<file path="src/rtl/mdc_defs.svh">
// Register map, field positions, reset values and limits of the DMA control block
`ifndef MDC_DEFS_SVH
`define MDC_DEFS_SVH

// ==========================================================================
// Sizes
`define MDC_NCH 6

// ==========================================================================
// Register word indices on the Avalon address
`define MDC_IX_CON 6'h00
`define MDC_IX_LHI 6'h01
`define MDC_IX_LLO 6'h02
`define MDC_IX_BUF 6'h03
`define MDC_IX_CH0 6'h04
`define MDC_CH_STRIDE 6'h05
`define MDC_SUB_CTL 3'h0
`define MDC_SUB_INT 3'h1
`define MDC_SUB_SRC 3'h2
`define MDC_SUB_DST 3'h3
`define MDC_SUB_CNT 3'h4

// ==========================================================================
// Engine control fields
`define MDC_CON_EN 15
`define MDC_CON_RR 0
`define MDC_CON_MASK 16'h8001

// ==========================================================================
// Channel control fields
`define MDC_CH_DUMMY_WRITE_MODE 10
`define MDC_CH_RELOAD 9
`define MDC_CH_SREQ 8
`define MDC_CH_SAM 6
`define MDC_CH_DAM 4
`define MDC_CH_TRM 2
`define MDC_CH_SIZE 1
`define MDC_CH_ON 0
`define MDC_CH_MASK 16'h07ff

// ==========================================================================
// Channel interrupt fields
`define MDC_IN_PEND 15
`define MDC_IN_TSEL 8
`define MDC_IN_HI 7
`define MDC_IN_LO 6
`define MDC_IN_DONE 5
`define MDC_IN_HALF 4
`define MDC_IN_OVR 3
`define MDC_IN_HEN 0
`define MDC_IN_MASK 16'h3ff9

// ==========================================================================
// Address steps, reset values and the special-function range
`define MDC_STEP_INC 2'h1
`define MDC_STEP_DEC 2'h2
`define MDC_RST_REG 16'h0000
`define MDC_RST_LHI 16'hffff
`define MDC_RST_LLO 16'h0800
`define MDC_SFR_TOP 16'h07ff

`endif

</file>
<file path="src/rtl/mdc_pkg.sv">
// Types shared by the DMA control block
package mdc_pkg;

  // Transfer engine states
  typedef enum logic [1:0] {
    ST_IDLE = 2'b00,
    ST_READ = 2'b01,
    ST_WRITE = 2'b10,
    ST_NULL = 2'b11
  } mdc_state_t;

  // One 16-bit register
  typedef logic [15:0] mdc_word_t;

endpackage : mdc_pkg

</file>
<file path="src/rtl/mdc_top.sv">
// Six-channel DMA control: register slave, trigger handling and transfer engine
`timescale 1ns/1ns
`include "mdc_defs.svh"

// ==========================================================================
// Overview of operation
// Clearing module enable aborts all channel work
// Priority select: one round robin, zero fixed
// Dummy write mode adds write to source
// Restore bit reloads pointers and counter at start
// Repeated modes always reload at operation start
// Soft request triggers; cleared when operation completes
// Source step: hold, increment, decrement by size
// Destination step: hold, increment, decrement by size
// Transfer kind selects one of four modes
// Size bit: one byte, zero word
// Channel runs only while channel-on set
// Buffer pending flag shows unwritten staging data
// Trigger select maps events; zero triggers nothing
// Upper limit flag on access above limit
// Lower limit flag below limit, above SFRs
// Limits checked at the actual access
// Finished flag set on completion, cleared at start
// Midpoint flag when counter reaches half way
// Overrun flag on trigger while still busy
// Midpoint enable adds interrupt at half way
// Software flag writes raise no interrupt
// Four module registers, five per channel
// Limit violation aborts transaction and interrupts
// Continuous runs counter transfers, one-shot one
// Round robin rotates; fixed favours lowest channel
// Address bit zero selects byte lane
// Data moves through the single staging buffer
// Unimplemented bits read zero, ignore writes
module mdc_top (
  // Clock and reset
  input wire logic i_clk,
  input wire logic i_rst_n,
  // Avalon-MM register slave
  input wire logic [5:0] i_avs_address,
  input wire logic i_avs_read,
  input wire logic i_avs_write,
  input wire logic [31:0] i_avs_writedata,
  input wire logic [3:0] i_avs_byteenable,
  output logic [31:0] o_avs_readdata,
  output logic o_avs_waitrequest,
  // Peripheral trigger events, one-cycle pulses
  input wire logic [63:0] i_trig,
  // Data bus master
  output logic o_mem_req,
  output logic o_mem_we,
  output logic [15:0] o_mem_addr,
  output logic [15:0] o_mem_wdata,
  output logic [1:0] o_mem_be,
  input wire logic i_mem_ack,
  input wire logic [15:0] i_mem_rdata,
  // Per-channel interrupt pulses
  output logic [5:0] o_irq
);

  localparam int NCH = `MDC_NCH;

  // ==========================================================================
  // Declarations
  logic rst_s1_r, rst_n_r;
  mdc_pkg::mdc_word_t con_r, con_nxt, lhi_r, lhi_nxt, llo_r, llo_nxt, buf_r, buf_nxt;
  mdc_pkg::mdc_word_t ctl_r [NCH];
  mdc_pkg::mdc_word_t ctl_nxt [NCH];
  mdc_pkg::mdc_word_t int_r [NCH];
  mdc_pkg::mdc_word_t int_nxt [NCH];
  mdc_pkg::mdc_word_t src_r [NCH];
  mdc_pkg::mdc_word_t src_nxt [NCH];
  mdc_pkg::mdc_word_t dst_r [NCH];
  mdc_pkg::mdc_word_t dst_nxt [NCH];
  mdc_pkg::mdc_word_t cnt_r [NCH];
  mdc_pkg::mdc_word_t cnt_nxt [NCH];
  mdc_pkg::mdc_word_t ssv_r [NCH];
  mdc_pkg::mdc_word_t ssv_nxt [NCH];
  mdc_pkg::mdc_word_t dsv_r [NCH];
  mdc_pkg::mdc_word_t dsv_nxt [NCH];
  mdc_pkg::mdc_word_t csv_r [NCH];
  mdc_pkg::mdc_word_t csv_nxt [NCH];
  logic [NCH-1:0] act_r, act_nxt, pend_r, pend_nxt, irq_r, irq_nxt, hit, swreq, areq;
  mdc_pkg::mdc_state_t st_r, st_nxt, tgt;
  logic [2:0] cur_r, cur_nxt, gnt_ch, ech;
  logic req_r, req_nxt, we_r, we_nxt, gnt_v, lw, load, kill;
  logic ev_start, ev_rd, ev_fin, ev_abort;
  logic [1:0] ev_lim, be_r, be_nxt;
  logic [15:0] addr_r, addr_nxt, wd_r, wd_nxt, na, rmux, wval, rd_val, src_go, cdec;
  logic wait_r, bus_wr, sel_ch, acc, bsz, rl;
  logic [2:0] sel_n, sel_sub;
  logic [6:0] dsel;
  logic [31:0] rdat_r;

  // ==========================================================================
  // Functions

  // Pointer step after a transfer, one byte or one word
  function automatic logic [15:0] step(input logic [15:0] a, input logic [1:0] m,
                                       input logic b);
    logic [15:0] d;
    d = b ? 16'h0001 : 16'h0002;
    step = (m == `MDC_STEP_INC) ? a + d : (m == `MDC_STEP_DEC) ? a - d : a;
  endfunction : step

  // Limit check of one address: {above upper, below lower}
  function automatic logic [1:0] lim(input logic [15:0] a, input logic [15:0] hi,
                                     input logic [15:0] lo);
    lim = {(a > `MDC_SFR_TOP) && (a > hi), (a > `MDC_SFR_TOP) && (a < lo)};
  endfunction : lim

  // Register address decode: {channel hit, channel, register within channel}
  function automatic logic [6:0] dec(input logic [5:0] a);
    logic [5:0] base;
    dec = 7'h00;
    for (int n = 0; n < NCH; n++) begin
      base = `MDC_IX_CH0 + 6'(n) * `MDC_CH_STRIDE;
      if (a >= base && a < base + `MDC_CH_STRIDE) dec = {1'b1, 3'(n), 3'(a - base)};
    end
  endfunction : dec

  // ==========================================================================
  // Reset release through two flops
  always_ff @(posedge i_clk or negedge i_rst_n) begin
    if (!i_rst_n) begin
      rst_s1_r <= 1'b0;
      rst_n_r <= 1'b0;
    end else begin
      rst_s1_r <= 1'b1;
      rst_n_r <= rst_s1_r;
    end
  end

  // ==========================================================================
  // Avalon slave: every access answers in the second cycle
  assign dsel = dec(i_avs_address);
  assign sel_ch = dsel[6];
  assign sel_n = dsel[5:3];
  assign sel_sub = dsel[2:0];
  assign bus_wr = i_avs_write && !wait_r;
  // Byte enables merge into the current value so unwritten lanes keep their bits
  assign wval = (rmux & ~{{8{i_avs_byteenable[1]}}, {8{i_avs_byteenable[0]}}}) |
                (i_avs_writedata[15:0] & {{8{i_avs_byteenable[1]}}, {8{i_avs_byteenable[0]}}});

  // Read selection; unmapped words and upper bits read zero
  always_comb begin
    rmux = 16'h0000;
    if (sel_ch) begin
      case (sel_sub)
        `MDC_SUB_CTL: rmux = ctl_r[sel_n];
        `MDC_SUB_INT: rmux = int_r[sel_n];
        `MDC_SUB_SRC: rmux = src_r[sel_n];
        `MDC_SUB_DST: rmux = dst_r[sel_n];
        `MDC_SUB_CNT: rmux = cnt_r[sel_n];
        default: rmux = 16'h0000;
      endcase
    end else begin
      case (i_avs_address)
        `MDC_IX_CON: rmux = con_r;
        `MDC_IX_LHI: rmux = lhi_r;
        `MDC_IX_LLO: rmux = llo_r;
        `MDC_IX_BUF: rmux = buf_r;
        default: rmux = 16'h0000;
      endcase
    end
  end

  // Handshake and read capture
  always_ff @(posedge i_clk or negedge rst_n_r) begin
    if (!rst_n_r) begin
      wait_r <= 1'b1;
      rdat_r <= 32'h0000_0000;
    end else begin
      wait_r <= !((i_avs_read || i_avs_write) && wait_r);
      if (i_avs_read && wait_r) rdat_r <= {16'h0000, rmux};
    end
  end

  // Module-level registers; the staging buffer is read only
  assign con_nxt = (bus_wr && !sel_ch && i_avs_address == `MDC_IX_CON) ?
                   (wval & `MDC_CON_MASK) : con_r;
  assign lhi_nxt = (bus_wr && !sel_ch && i_avs_address == `MDC_IX_LHI) ? wval : lhi_r;
  assign llo_nxt = (bus_wr && !sel_ch && i_avs_address == `MDC_IX_LLO) ? wval : llo_r;

  // ==========================================================================
  // Triggers: peripheral events selected per channel, and software requests
  for (genvar g = 0; g < NCH; g++) begin : g_trig
    assign hit[g] = con_r[`MDC_CON_EN] && ctl_r[g][`MDC_CH_ON] &&
                    (int_r[g][13:8] != 6'h00) && i_trig[int_r[g][13:8]];
    assign swreq[g] = bus_wr && sel_ch && sel_n == 3'(g) && sel_sub == `MDC_SUB_CTL &&
                      wval[`MDC_CH_SREQ] && !ctl_r[g][`MDC_CH_SREQ];
    assign areq[g] = pend_r[g] && ctl_r[g][`MDC_CH_ON] && con_r[`MDC_CON_EN];
  end

  // Arbitration among pending channels
  mdc_arb u_arb (
    .i_clk(i_clk),
    .i_rst_n(rst_n_r),
    .i_req(areq),
    .i_rr(con_r[`MDC_CON_RR]),
    .i_take(ev_start),
    .o_valid(gnt_v),
    .o_ch(gnt_ch)
  );

  // ==========================================================================
  // Transfer engine
  assign acc = req_r && i_mem_ack;
  assign ech = (st_r == mdc_pkg::ST_IDLE) ? gnt_ch : cur_r;
  assign bsz = ctl_r[ech][`MDC_CH_SIZE];
  assign kill = (st_r != mdc_pkg::ST_IDLE) &&
                (!con_r[`MDC_CON_EN] || !ctl_r[cur_r][`MDC_CH_ON]);
  // New session of a repeated mode, or with restore set, starts from saved values
  assign rl = !act_r[gnt_ch] &&
              (ctl_r[gnt_ch][`MDC_CH_RELOAD] || ctl_r[gnt_ch][`MDC_CH_TRM]);
  assign src_go = rl ? ssv_r[gnt_ch] : src_r[gnt_ch];
  // Byte reads take the lane picked by address bit zero
  assign rd_val = !bsz ? i_mem_rdata :
                  {8'h00, addr_r[0] ? i_mem_rdata[15:8] : i_mem_rdata[7:0]};
  assign cdec = cnt_r[cur_r] - 16'h0001;

  // Sequencing: read source into the buffer, write destination, optional dummy write
  always_comb begin
    st_nxt = st_r;
    cur_nxt = cur_r;
    req_nxt = req_r;
    we_nxt = we_r;
    addr_nxt = addr_r;
    wd_nxt = wd_r;
    be_nxt = be_r;
    buf_nxt = buf_r;
    ev_start = 1'b0;
    ev_rd = 1'b0;
    ev_fin = 1'b0;
    ev_abort = 1'b0;
    na = 16'h0000;
    load = 1'b0;
    lw = 1'b0;
    tgt = mdc_pkg::ST_IDLE;
    if (kill) begin
      st_nxt = mdc_pkg::ST_IDLE;
      req_nxt = 1'b0;
    end else begin
      unique case (st_r)
        mdc_pkg::ST_IDLE: if (gnt_v) begin
          cur_nxt = gnt_ch;
          ev_start = 1'b1;
          na = src_go;
          load = 1'b1;
          tgt = mdc_pkg::ST_READ;
        end
        mdc_pkg::ST_READ: if (acc) begin
          ev_rd = 1'b1;
          buf_nxt = rd_val;
          na = dst_r[cur_r];
          load = 1'b1;
          lw = 1'b1;
          tgt = mdc_pkg::ST_WRITE;
        end
        mdc_pkg::ST_WRITE: if (acc) begin
          if (ctl_r[cur_r][`MDC_CH_DUMMY_WRITE_MODE]) begin
            na = src_r[cur_r];
            load = 1'b1;
            lw = 1'b1;
            tgt = mdc_pkg::ST_NULL;
          end else begin
            ev_fin = 1'b1;
          end
        end
        mdc_pkg::ST_NULL: if (acc) ev_fin = 1'b1;
      endcase
    end
    // Each address is checked as it goes out, never ahead of time
    ev_lim = load ? lim(na, lhi_r, llo_r) : 2'b00;
    if (load && (|ev_lim)) begin
      ev_abort = 1'b1;
      st_nxt = mdc_pkg::ST_IDLE;
      req_nxt = 1'b0;
    end else if (load) begin
      st_nxt = tgt;
      req_nxt = 1'b1;
      we_nxt = lw;
      addr_nxt = na;
      wd_nxt = bsz ? {buf_nxt[7:0], buf_nxt[7:0]} : buf_nxt;
      be_nxt = !bsz ? 2'b11 : (na[0] ? 2'b10 : 2'b01);
    end else if (ev_fin || acc) begin
      st_nxt = ev_fin ? mdc_pkg::ST_IDLE : st_nxt;
      req_nxt = 1'b0;
    end
  end

  // ==========================================================================
  // Channel registers: software writes first, hardware events after so sets win
  always_comb begin
    for (int n = 0; n < NCH; n++) begin
      ctl_nxt[n] = ctl_r[n];
      int_nxt[n] = int_r[n];
      src_nxt[n] = src_r[n];
      dst_nxt[n] = dst_r[n];
      cnt_nxt[n] = cnt_r[n];
      ssv_nxt[n] = ssv_r[n];
      dsv_nxt[n] = dsv_r[n];
      csv_nxt[n] = csv_r[n];
      act_nxt[n] = act_r[n];
      pend_nxt[n] = pend_r[n];
      irq_nxt[n] = 1'b0;
      if (bus_wr && sel_ch && sel_n == 3'(n)) begin
        case (sel_sub)
          `MDC_SUB_CTL: ctl_nxt[n] = wval & `MDC_CH_MASK;
          `MDC_SUB_INT: int_nxt[n] = (int_r[n] & ~`MDC_IN_MASK) | (wval & `MDC_IN_MASK);
          `MDC_SUB_SRC: begin
            src_nxt[n] = wval;
            ssv_nxt[n] = wval;
          end
          `MDC_SUB_DST: begin
            dst_nxt[n] = wval;
            dsv_nxt[n] = wval;
          end
          `MDC_SUB_CNT: begin
            cnt_nxt[n] = wval;
            csv_nxt[n] = wval;
          end
          default: ;
        endcase
      end
      // Engine off or channel off drops all work of the channel
      if (!con_r[`MDC_CON_EN] || !ctl_r[n][`MDC_CH_ON]) begin
        pend_nxt[n] = 1'b0;
        act_nxt[n] = 1'b0;
      end
      if (ech == 3'(n) && ev_start) begin
        act_nxt[n] = 1'b1;
        if (!act_r[n]) int_nxt[n][`MDC_IN_DONE] = 1'b0;
        if (rl) begin
          src_nxt[n] = ssv_r[n];
          dst_nxt[n] = dsv_r[n];
          cnt_nxt[n] = csv_r[n];
        end
      end
      if (ech == 3'(n) && ev_rd) int_nxt[n][`MDC_IN_PEND] = 1'b1;
      if (ech == 3'(n) && ev_abort) begin
        int_nxt[n][`MDC_IN_HI] = int_nxt[n][`MDC_IN_HI] | ev_lim[1];
        int_nxt[n][`MDC_IN_LO] = int_nxt[n][`MDC_IN_LO] | ev_lim[0];
        act_nxt[n] = 1'b0;
        pend_nxt[n] = 1'b0;
        ctl_nxt[n][`MDC_CH_SREQ] = 1'b0;
        irq_nxt[n] = 1'b1;
      end
      if (ech == 3'(n) && ev_fin) begin
        int_nxt[n][`MDC_IN_PEND] = 1'b0;
        src_nxt[n] = step(src_r[n], ctl_r[n][7:6], ctl_r[n][`MDC_CH_SIZE]);
        dst_nxt[n] = step(dst_r[n], ctl_r[n][5:4], ctl_r[n][`MDC_CH_SIZE]);
        cnt_nxt[n] = cdec;
        if (cdec == (csv_r[n] >> 1)) begin
          int_nxt[n][`MDC_IN_HALF] = 1'b1;
          if (int_r[n][`MDC_IN_HEN]) irq_nxt[n] = 1'b1;
        end
        if (cdec == 16'h0000) begin
          int_nxt[n][`MDC_IN_DONE] = 1'b1;
          irq_nxt[n] = 1'b1;
          act_nxt[n] = 1'b0;
          pend_nxt[n] = 1'b0;
          ctl_nxt[n][`MDC_CH_SREQ] = 1'b0;
          if (!ctl_r[n][`MDC_CH_TRM]) ctl_nxt[n][`MDC_CH_ON] = 1'b0;
        end else if (!ctl_r[n][3]) begin
          pend_nxt[n] = 1'b0;
          ctl_nxt[n][`MDC_CH_SREQ] = 1'b0;
        end
      end
      // A new trigger while the previous one is still served is an overrun
      if (hit[n] || swreq[n]) begin
        if (pend_r[n] && !(ech == 3'(n) && (ev_fin || ev_abort))) begin
          int_nxt[n][`MDC_IN_OVR] = 1'b1;
          irq_nxt[n] = 1'b1;
        end
        pend_nxt[n] = 1'b1;
      end
    end
  end

  // ==========================================================================
  // State registers
  always_ff @(posedge i_clk or negedge rst_n_r) begin
    if (!rst_n_r) begin
      con_r <= `MDC_RST_REG;
      lhi_r <= `MDC_RST_LHI;
      llo_r <= `MDC_RST_LLO;
      buf_r <= `MDC_RST_REG;
      act_r <= '0;
      pend_r <= '0;
      irq_r <= '0;
    end else begin
      con_r <= con_nxt;
      lhi_r <= lhi_nxt;
      llo_r <= llo_nxt;
      buf_r <= buf_nxt;
      act_r <= act_nxt;
      pend_r <= pend_nxt;
      irq_r <= irq_nxt;
    end
  end

  // Per-channel register file; reset test stays outermost so the flops map to async reset
  always_ff @(posedge i_clk or negedge rst_n_r) begin
    if (!rst_n_r) begin
      for (int n = 0; n < NCH; n++) begin
        ctl_r[n] <= `MDC_RST_REG;
        int_r[n] <= `MDC_RST_REG;
        src_r[n] <= `MDC_RST_REG;
        dst_r[n] <= `MDC_RST_REG;
        cnt_r[n] <= `MDC_RST_REG;
        ssv_r[n] <= `MDC_RST_REG;
        dsv_r[n] <= `MDC_RST_REG;
        csv_r[n] <= `MDC_RST_REG;
      end
    end else begin
      for (int n = 0; n < NCH; n++) begin
        ctl_r[n] <= ctl_nxt[n];
        int_r[n] <= int_nxt[n];
        src_r[n] <= src_nxt[n];
        dst_r[n] <= dst_nxt[n];
        cnt_r[n] <= cnt_nxt[n];
        ssv_r[n] <= ssv_nxt[n];
        dsv_r[n] <= dsv_nxt[n];
        csv_r[n] <= csv_nxt[n];
      end
    end
  end

  // Engine registers
  always_ff @(posedge i_clk or negedge rst_n_r) begin
    if (!rst_n_r) begin
      st_r <= mdc_pkg::ST_IDLE;
      cur_r <= 3'h0;
      req_r <= 1'b0;
      we_r <= 1'b0;
      addr_r <= 16'h0000;
      wd_r <= 16'h0000;
      be_r <= 2'b00;
    end else begin
      st_r <= st_nxt;
      cur_r <= cur_nxt;
      req_r <= req_nxt;
      we_r <= we_nxt;
      addr_r <= addr_nxt;
      wd_r <= wd_nxt;
      be_r <= be_nxt;
    end
  end

  // Outputs straight from flops
  assign o_avs_readdata = rdat_r;
  assign o_avs_waitrequest = wait_r;
  assign o_mem_req = req_r;
  assign o_mem_we = we_r;
  assign o_mem_addr = addr_r;
  assign o_mem_wdata = wd_r;
  assign o_mem_be = be_r;
  assign o_irq = irq_r;

  // ==========================================================================
  // Checks
  a_disable_abort: assert property (@(posedge i_clk) disable iff (!rst_n_r)
    !con_r[`MDC_CON_EN] |=> (st_r == mdc_pkg::ST_IDLE && !req_r))
    else $error("engine still busy after module disable");
  a_fixed_pick: assert property (@(posedge i_clk) disable iff (!rst_n_r)
    (gnt_v && !con_r[`MDC_CON_RR]) |-> ((areq & ((6'h01 << gnt_ch) - 6'h01)) == 6'h00))
    else $error("fixed scheme skipped a lower channel");
  a_null_follow: assert property (@(posedge i_clk) disable iff (!rst_n_r)
    (st_r == mdc_pkg::ST_WRITE && acc && !kill && ctl_r[cur_r][`MDC_CH_DUMMY_WRITE_MODE]) |=>
    ((st_r == mdc_pkg::ST_NULL && we_r && req_r) || (st_r == mdc_pkg::ST_IDLE && !req_r)))
    else $error("dummy write missing");
  a_word_lanes: assert property (@(posedge i_clk) disable iff (!rst_n_r)
    (req_r && !ctl_r[cur_r][`MDC_CH_SIZE]) |-> (be_r == 2'b11))
    else $error("word transfer without both lanes");
  a_byte_lane: assert property (@(posedge i_clk) disable iff (!rst_n_r)
    (req_r && ctl_r[cur_r][`MDC_CH_SIZE]) |-> (be_r == (addr_r[0] ? 2'b10 : 2'b01)))
    else $error("byte lane does not follow address bit zero");
  a_grant_on: assert property (@(posedge i_clk) disable iff (!rst_n_r)
    ev_start |-> (ctl_r[gnt_ch][`MDC_CH_ON] && con_r[`MDC_CON_EN]))
    else $error("disabled channel started");
  a_pend_flag: assert property (@(posedge i_clk) disable iff (!rst_n_r)
    ev_rd |=> int_r[cur_r][`MDC_IN_PEND] ##1 (int_r[cur_r][`MDC_IN_PEND] || !act_r[cur_r] ||
    st_r != mdc_pkg::ST_WRITE || $past(ev_fin)))
    else $error("buffer pending flag not set after read");
  a_limit_abort: assert property (@(posedge i_clk) disable iff (!rst_n_r)
    ev_abort |=> (!req_r && o_irq != 6'h00 && st_r == mdc_pkg::ST_IDLE))
    else $error("limit violation not aborted with interrupt");
  a_bus_answer: assert property (@(posedge i_clk) disable iff (!rst_n_r)
    ((i_avs_read || i_avs_write) && wait_r) |=> !wait_r ##1 wait_r)
    else $error("register access not answered in one cycle");
  a_sw_no_irq: assert property (@(posedge i_clk) disable iff (!rst_n_r)
    (bus_wr && sel_sub == `MDC_SUB_INT && !ev_fin && !ev_abort && hit == 6'h00 &&
    swreq == 6'h00) |=> (o_irq == 6'h00))
    else $error("software flag write raised an interrupt");

endmodule : mdc_top

</file>
<file path="src/rtl/mdc_arb.sv">
// Channel arbiter with fixed and round-robin schemes
`timescale 1ns/1ns

module mdc_arb (
  // Clock and reset
  input wire logic i_clk,
  input wire logic i_rst_n,
  // Requests
  input wire logic [5:0] i_req,
  input wire logic i_rr,
  input wire logic i_take,
  // Grant
  output logic o_valid,
  output logic [2:0] o_ch
);

  logic [2:0] last_r;
  logic [2:0] first;

  // First requester at or after a start position, wrapping at six
  function automatic logic [2:0] pick(input logic [5:0] req, input logic [2:0] from);
    logic [3:0] s;
    pick = from;
    for (int i = 5; i >= 0; i--) begin
      s = {1'b0, from} + 4'(i);
      if (s >= 4'h6) s = s - 4'h6;
      if (req[s[2:0]]) pick = s[2:0];
    end
  endfunction : pick

  // Fixed always starts at channel 0; round robin starts past the last winner
  assign first = !i_rr ? 3'h0 : (last_r == 3'h5) ? 3'h0 : last_r + 3'h1;
  assign o_ch = pick(i_req, first);
  assign o_valid = |i_req;

  // Reset to the top channel so channel 0 wins the first collision
  always_ff @(posedge i_clk or negedge i_rst_n) begin
    if (!i_rst_n) begin
      last_r <= 3'h5;
    end else if (i_take) begin
      last_r <= o_ch;
    end
  end

endmodule : mdc_arb

</file>
<file path="config.mk">
export PLATFORM = sky130hd
export DESIGN_NAME = mdc_top
export DESIGN_NICKNAME = d
export VERILOG_FILES = /design/src/rtl/mdc_pkg.sv /design/src/rtl/mdc_top.sv /design/src/rtl/mdc_arb.sv
export VERILOG_INCLUDE_DIRS = /design/src /design/src/rtl
export SDC_FILE = /design/constraint.sdc
export NUM_CORES = 2
export LEC_CHECK = 0
export BUFFER_PORTS_ARGS = -buffer_cell sky130_fd_sc_hd__buf_2
export CAP_MARGIN = 20
export CORE_MARGIN = 10
export CORE_UTILIZATION = 50
export CTS_CLUSTER_DIAMETER = 40
export DETAILED_ROUTE_END_ITERATION = 6
export PLACE_DENSITY = 0.66
export SYNTH_ARGS = -nofsm -noshare
export SYNTH_HDL_FRONTEND = slang
export SYNTH_SLANG_ARGS = --single-unit
</file>
<file path="constraint.sdc">
create_clock -name i_clk -period 27.6 [get_ports i_clk]
set_clock_uncertainty 0.1 [all_clocks]
set_input_delay 5.52 -clock i_clk [delete_from_list [all_inputs] [get_ports i_clk]]
set_output_delay 5.52 -clock i_clk [all_outputs]
set_load 0.02 [all_outputs]
</file>
==> metrics.yaml <==
sta:
  clock.fmax_mhz: 81.1
  rsz0062_at_grt: "no"
  hold_slack_ns: 0.243
  setup_viol: 0
  fin_ws_ns: 15.27
  hold_violations: 0
  final-max-slew-violation-count: 0
  post-route-min-period_ns: 12.33
  tns_ns: 0
  fin_crit_sh: 0.447
  slew-limit-headroom: 0.0661
  worst_pin_slew_ns: 1.40
global_routing:
  grt_pass1_vias: 54700
  antenna_found_initial: 29
  met2_usage: 0.504
  grt_max_degree: 159
  grtUsageMet3: 0.108
  grt_usage: 0.352
  grt_pass1_wl_um: 363000
  grt-busiest-layer: "met2"
  grt.overflow.total: 0
  use_met1: 0.454
placement:
  pre_cts_slack_ns: 15.14
  place.gp.congestion: 1.03
  dpl_cell_area_um2: 62700
  io_buffers: 167
  dpl.hpwl_um: 167000
floorplanning:
  ios: 202
  fp.dieH_um: 368
  die_w_um: 368
  die-area_um2: 135000
  start_util: 0.504
  core.rowCount: 127
  coreArea_um2: 120000
route:
  wl_per_cell_um: 27.5
  ant_nets: 0
  routed_wl_um: 246000
  detailroute.via_count: 59100
  firstDrtPassIters: 7
  dr.first_iter.drc_count: 8295
  via_per_inst: 6.60
  drcViolationCount: 20
pwr:
  peakVddDrop_v: 0.0000774
  total_power_uw: 4860
  p_per_area_nw_per_um2: 71.2
  p_leak_uw: 0.0317
yosys:
  async_flop_share: 1.00
  yosys_warnings: 0
  syn_inst: 7245
  synth.distinct_cells: 97
  yosysSeqAreaShare: 0.352
  ys.flop_type: "dfrtp_1"
  syn_area_um2: 60400
  syn_area_per_cell_um2: 8.34
  synth_edf_count: 0
  ys_seq_elements: 850
layout:
  final_common_cell: "nand2_1"
  area_growth_pct: 13.0
  most-common-layout-cells: "nand2_1 (1677), dfrtp_1 (827), o21ai_0 (702), a21oi_1 (509), nor2_1 (382)"
  fin_area_um2: 68300
  drive_gt1_frac: 0.134
  nets: 7574
outcome:
  violations: "DRC"
  outcome: "finished with violations"
clock_network:
  path_clk_slew_ns: 0.05
  clk_path_buf_depth: 3
  cts_hold_buffers: 0
  ctsResizeCount: 0
  clock_sink_count: 850
  cts_root_buffer: "clkbuf_16"
  cts_buffers: 155
  cts_max_level: 4
  cts_tree: "yes"
  clock_latency_ns: 0.83
  cts_setup_buffers: 0
critical_path:
  critPathKind: "in -> reg"
  cp_cell_sequence: "buf_2, ha_1, o22ai_1, o211a_1, o211ai_1, buf_4, nand2_1, nand3_1, o221ai_1, a221oi_1, o21ai_0, a21oi_1, o22ai_4, buf_4, buf_4, o31ai_1, and3_1, o21bai_1, a21o_1"
  endpoint_kind: "flip-flop"
  critical_path.most_common_cell: "buf_4"
  worst_setup_path_start_kind: "input pin"
  crit_arrival_ns: 12.92
  cp.required_ns: 28.19
  cp_slowest_cell: "a221oi_1"
  critical_path.max_stage_delay_ns: 1.20
  critPathMaxFanout: 34
worst_hold_path:
  min_path_type: "reg -> reg"
run:
  drv_cap: 0
==> registers in the layout, summed over array words and instances, names as in the netlist, 3 cells and up <==
| register | flops |
|---|---|
| cnt_r | 96 |
| csv_r | 96 |
| dst_r | 96 |
| dsv_r | 96 |
| src_r | 96 |
| ssv_r | 96 |
| int_r | 78 |
| ctl_r | 66 |
| buf_r | 16 |
| lhi_r | 16 |
| llo_r | 16 |
| o_avs_readdata | 16 |
| o_mem_addr | 16 |
| o_mem_wdata | 16 |
| act_r | 6 |
| o_irq | 6 |
| pend_r | 6 |
| cur_r | 3 |
==> critical path: cells and delay by family <==
kind / cells / cell delay (ns)
AOI/OAI and AO/OA: 11 / 4.90
adders and majority gates: 1 / 0.41
buffers and inverters: 4 / 1.52
and+or+nand+nor: 3 / 0.48
==> per-stage QoR <==
stage	cells	utilization
global placement	8649	0.522
floorplan	7260	-
detailed placement	8649	0.522
global route	8952	0.569
CTS	8936	0.568
finish	8957	0.570
==> synth_stat cells, types with 15 or more instances <==
| library cell | n | area share |
|---|---|---|
| nand2_1 | 1686 | 0.10 |
| dfrtp_1 | 830 | 0.34 |
| o21ai_0 | 704 | 0.058 |
| a21oi_1 | 516 | 0.043 |
| clkbuf_1 | 456 | 0.028 |
| nor2_1 | 390 | 0.024 |
| ha_1 | 229 | 0.047 |
| nand3_1 | 219 | 0.018 |
| xnor2_1 | 200 | 0.029 |
| inv_1 | 187 | 0.012 |
| mux2i_1 | 182 | 0.030 |
| mux4_2 | 177 | 0.066 |
| o211ai_1 | 144 | 0.018 |
| o21bai_1 | 113 | 0.014 |
| a31oi_1 | 89 | 0.0092 |
| mux2_2 | 86 | 0.016 |
| o221ai_1 | 84 | 0.012 |
| a21o_1 | 76 | 0.0094 |
| nand2b_1 | 72 | 0.0075 |
| xor2_1 | 69 | 0.010 |
| a211oi_1 | 57 | 0.0071 |
| nor3_1 | 57 | 0.0047 |
| a221oi_1 | 55 | 0.0080 |
| buf_1 | 49 | 0.0030 |
| a311oi_1 | 48 | 0.0070 |
| nand4_1 | 32 | 0.0033 |
| and2_1 | 27 | 0.0028 |
| nor4_1 | 26 | 0.0027 |
| and3_1 | 25 | 0.0026 |
| nor2b_1 | 22 | 0.0023 |
| buf_4 | 20 | 0.0025 |
| dfstp_2 | 20 | 0.0087 |
| a222oi_1 | 17 | 0.0028 |
| buf_2 | 16 | 0.0013 |
| o21a_1 | 16 | 0.0020 |
| o22ai_1 | 16 | 0.0017 |
| a221o_1 | 15 | 0.0025 |
| o31ai_1 | 15 | 0.0019 |
==> routing by layer <==
metal  up-vias  routed length [µm]  share of wire
met1     28500               94100           0.38
met2      3815              103000           0.42
met5         -                 233        0.00095
li1      25800                   -              -
met3       916               29600           0.12
met4        28               19700          0.080
==> kinds of logic (layout without fill, tap and decap cells) <==
| group | Yosys count | in the layout | share of synthesized area |
|---|---|---|---|
| AND/OR/NAND/NOR | 2610 | 2610 | 0.180 |
| AO/OA/AOI/OAI | 2078 | 2078 | 0.214 |
| flip-flops | 850 | 850 | 0.352 |
| buffers and inverters | 740 | 816 | 0.0487 |
| multiplexers | 455 | 455 | 0.115 |
| XOR/XNOR | 269 | 269 | 0.0390 |
| adder cells (fa/ha/maj) | 241 | 241 | 0.0514 |
| other | 2 | 26 | 0.000124 |
==> final timing paths <==
path,startpoint,endpoint,slack [ns],cells after the start
max,i_avs_address[1],o_irq[1],15.27,19
min,rst_s1_r,rst_n_r,0.24,0
max reg2reg,con_r[0],o_mem_wdata[1],15.29,31
max in group asynchronous,i_rst_n,rst_n_r,22.90,1
min reg2reg,rst_s1_r,rst_n_r,0.24,0
min in group asynchronous,rst_n_r,int_r[43],0.28,0
==> report_power, final <==
group / internal (µW) / switching, µW / leakage [µW]
Clock: 1280 / 729 / 0.00265
Combinational: 535 / 838 / 0.0178
Sequential: 1340 / 142 / 0.0113
==> area by class of cell <==
cell class | instances | area [µm²]
clock inverters | 94 | 1210
repair buffers | 338 | 2230
well taps | 1612 | 2020
flip-flops and latches | 850 | 21300
diodes | 9 | 22.5
inverters | 191 | 717
multi-input cells | 5670 | 36600
fillers | 10600 | 51600
clock buffers | 193 | 4230
Power figures use the tool's default switching activity.
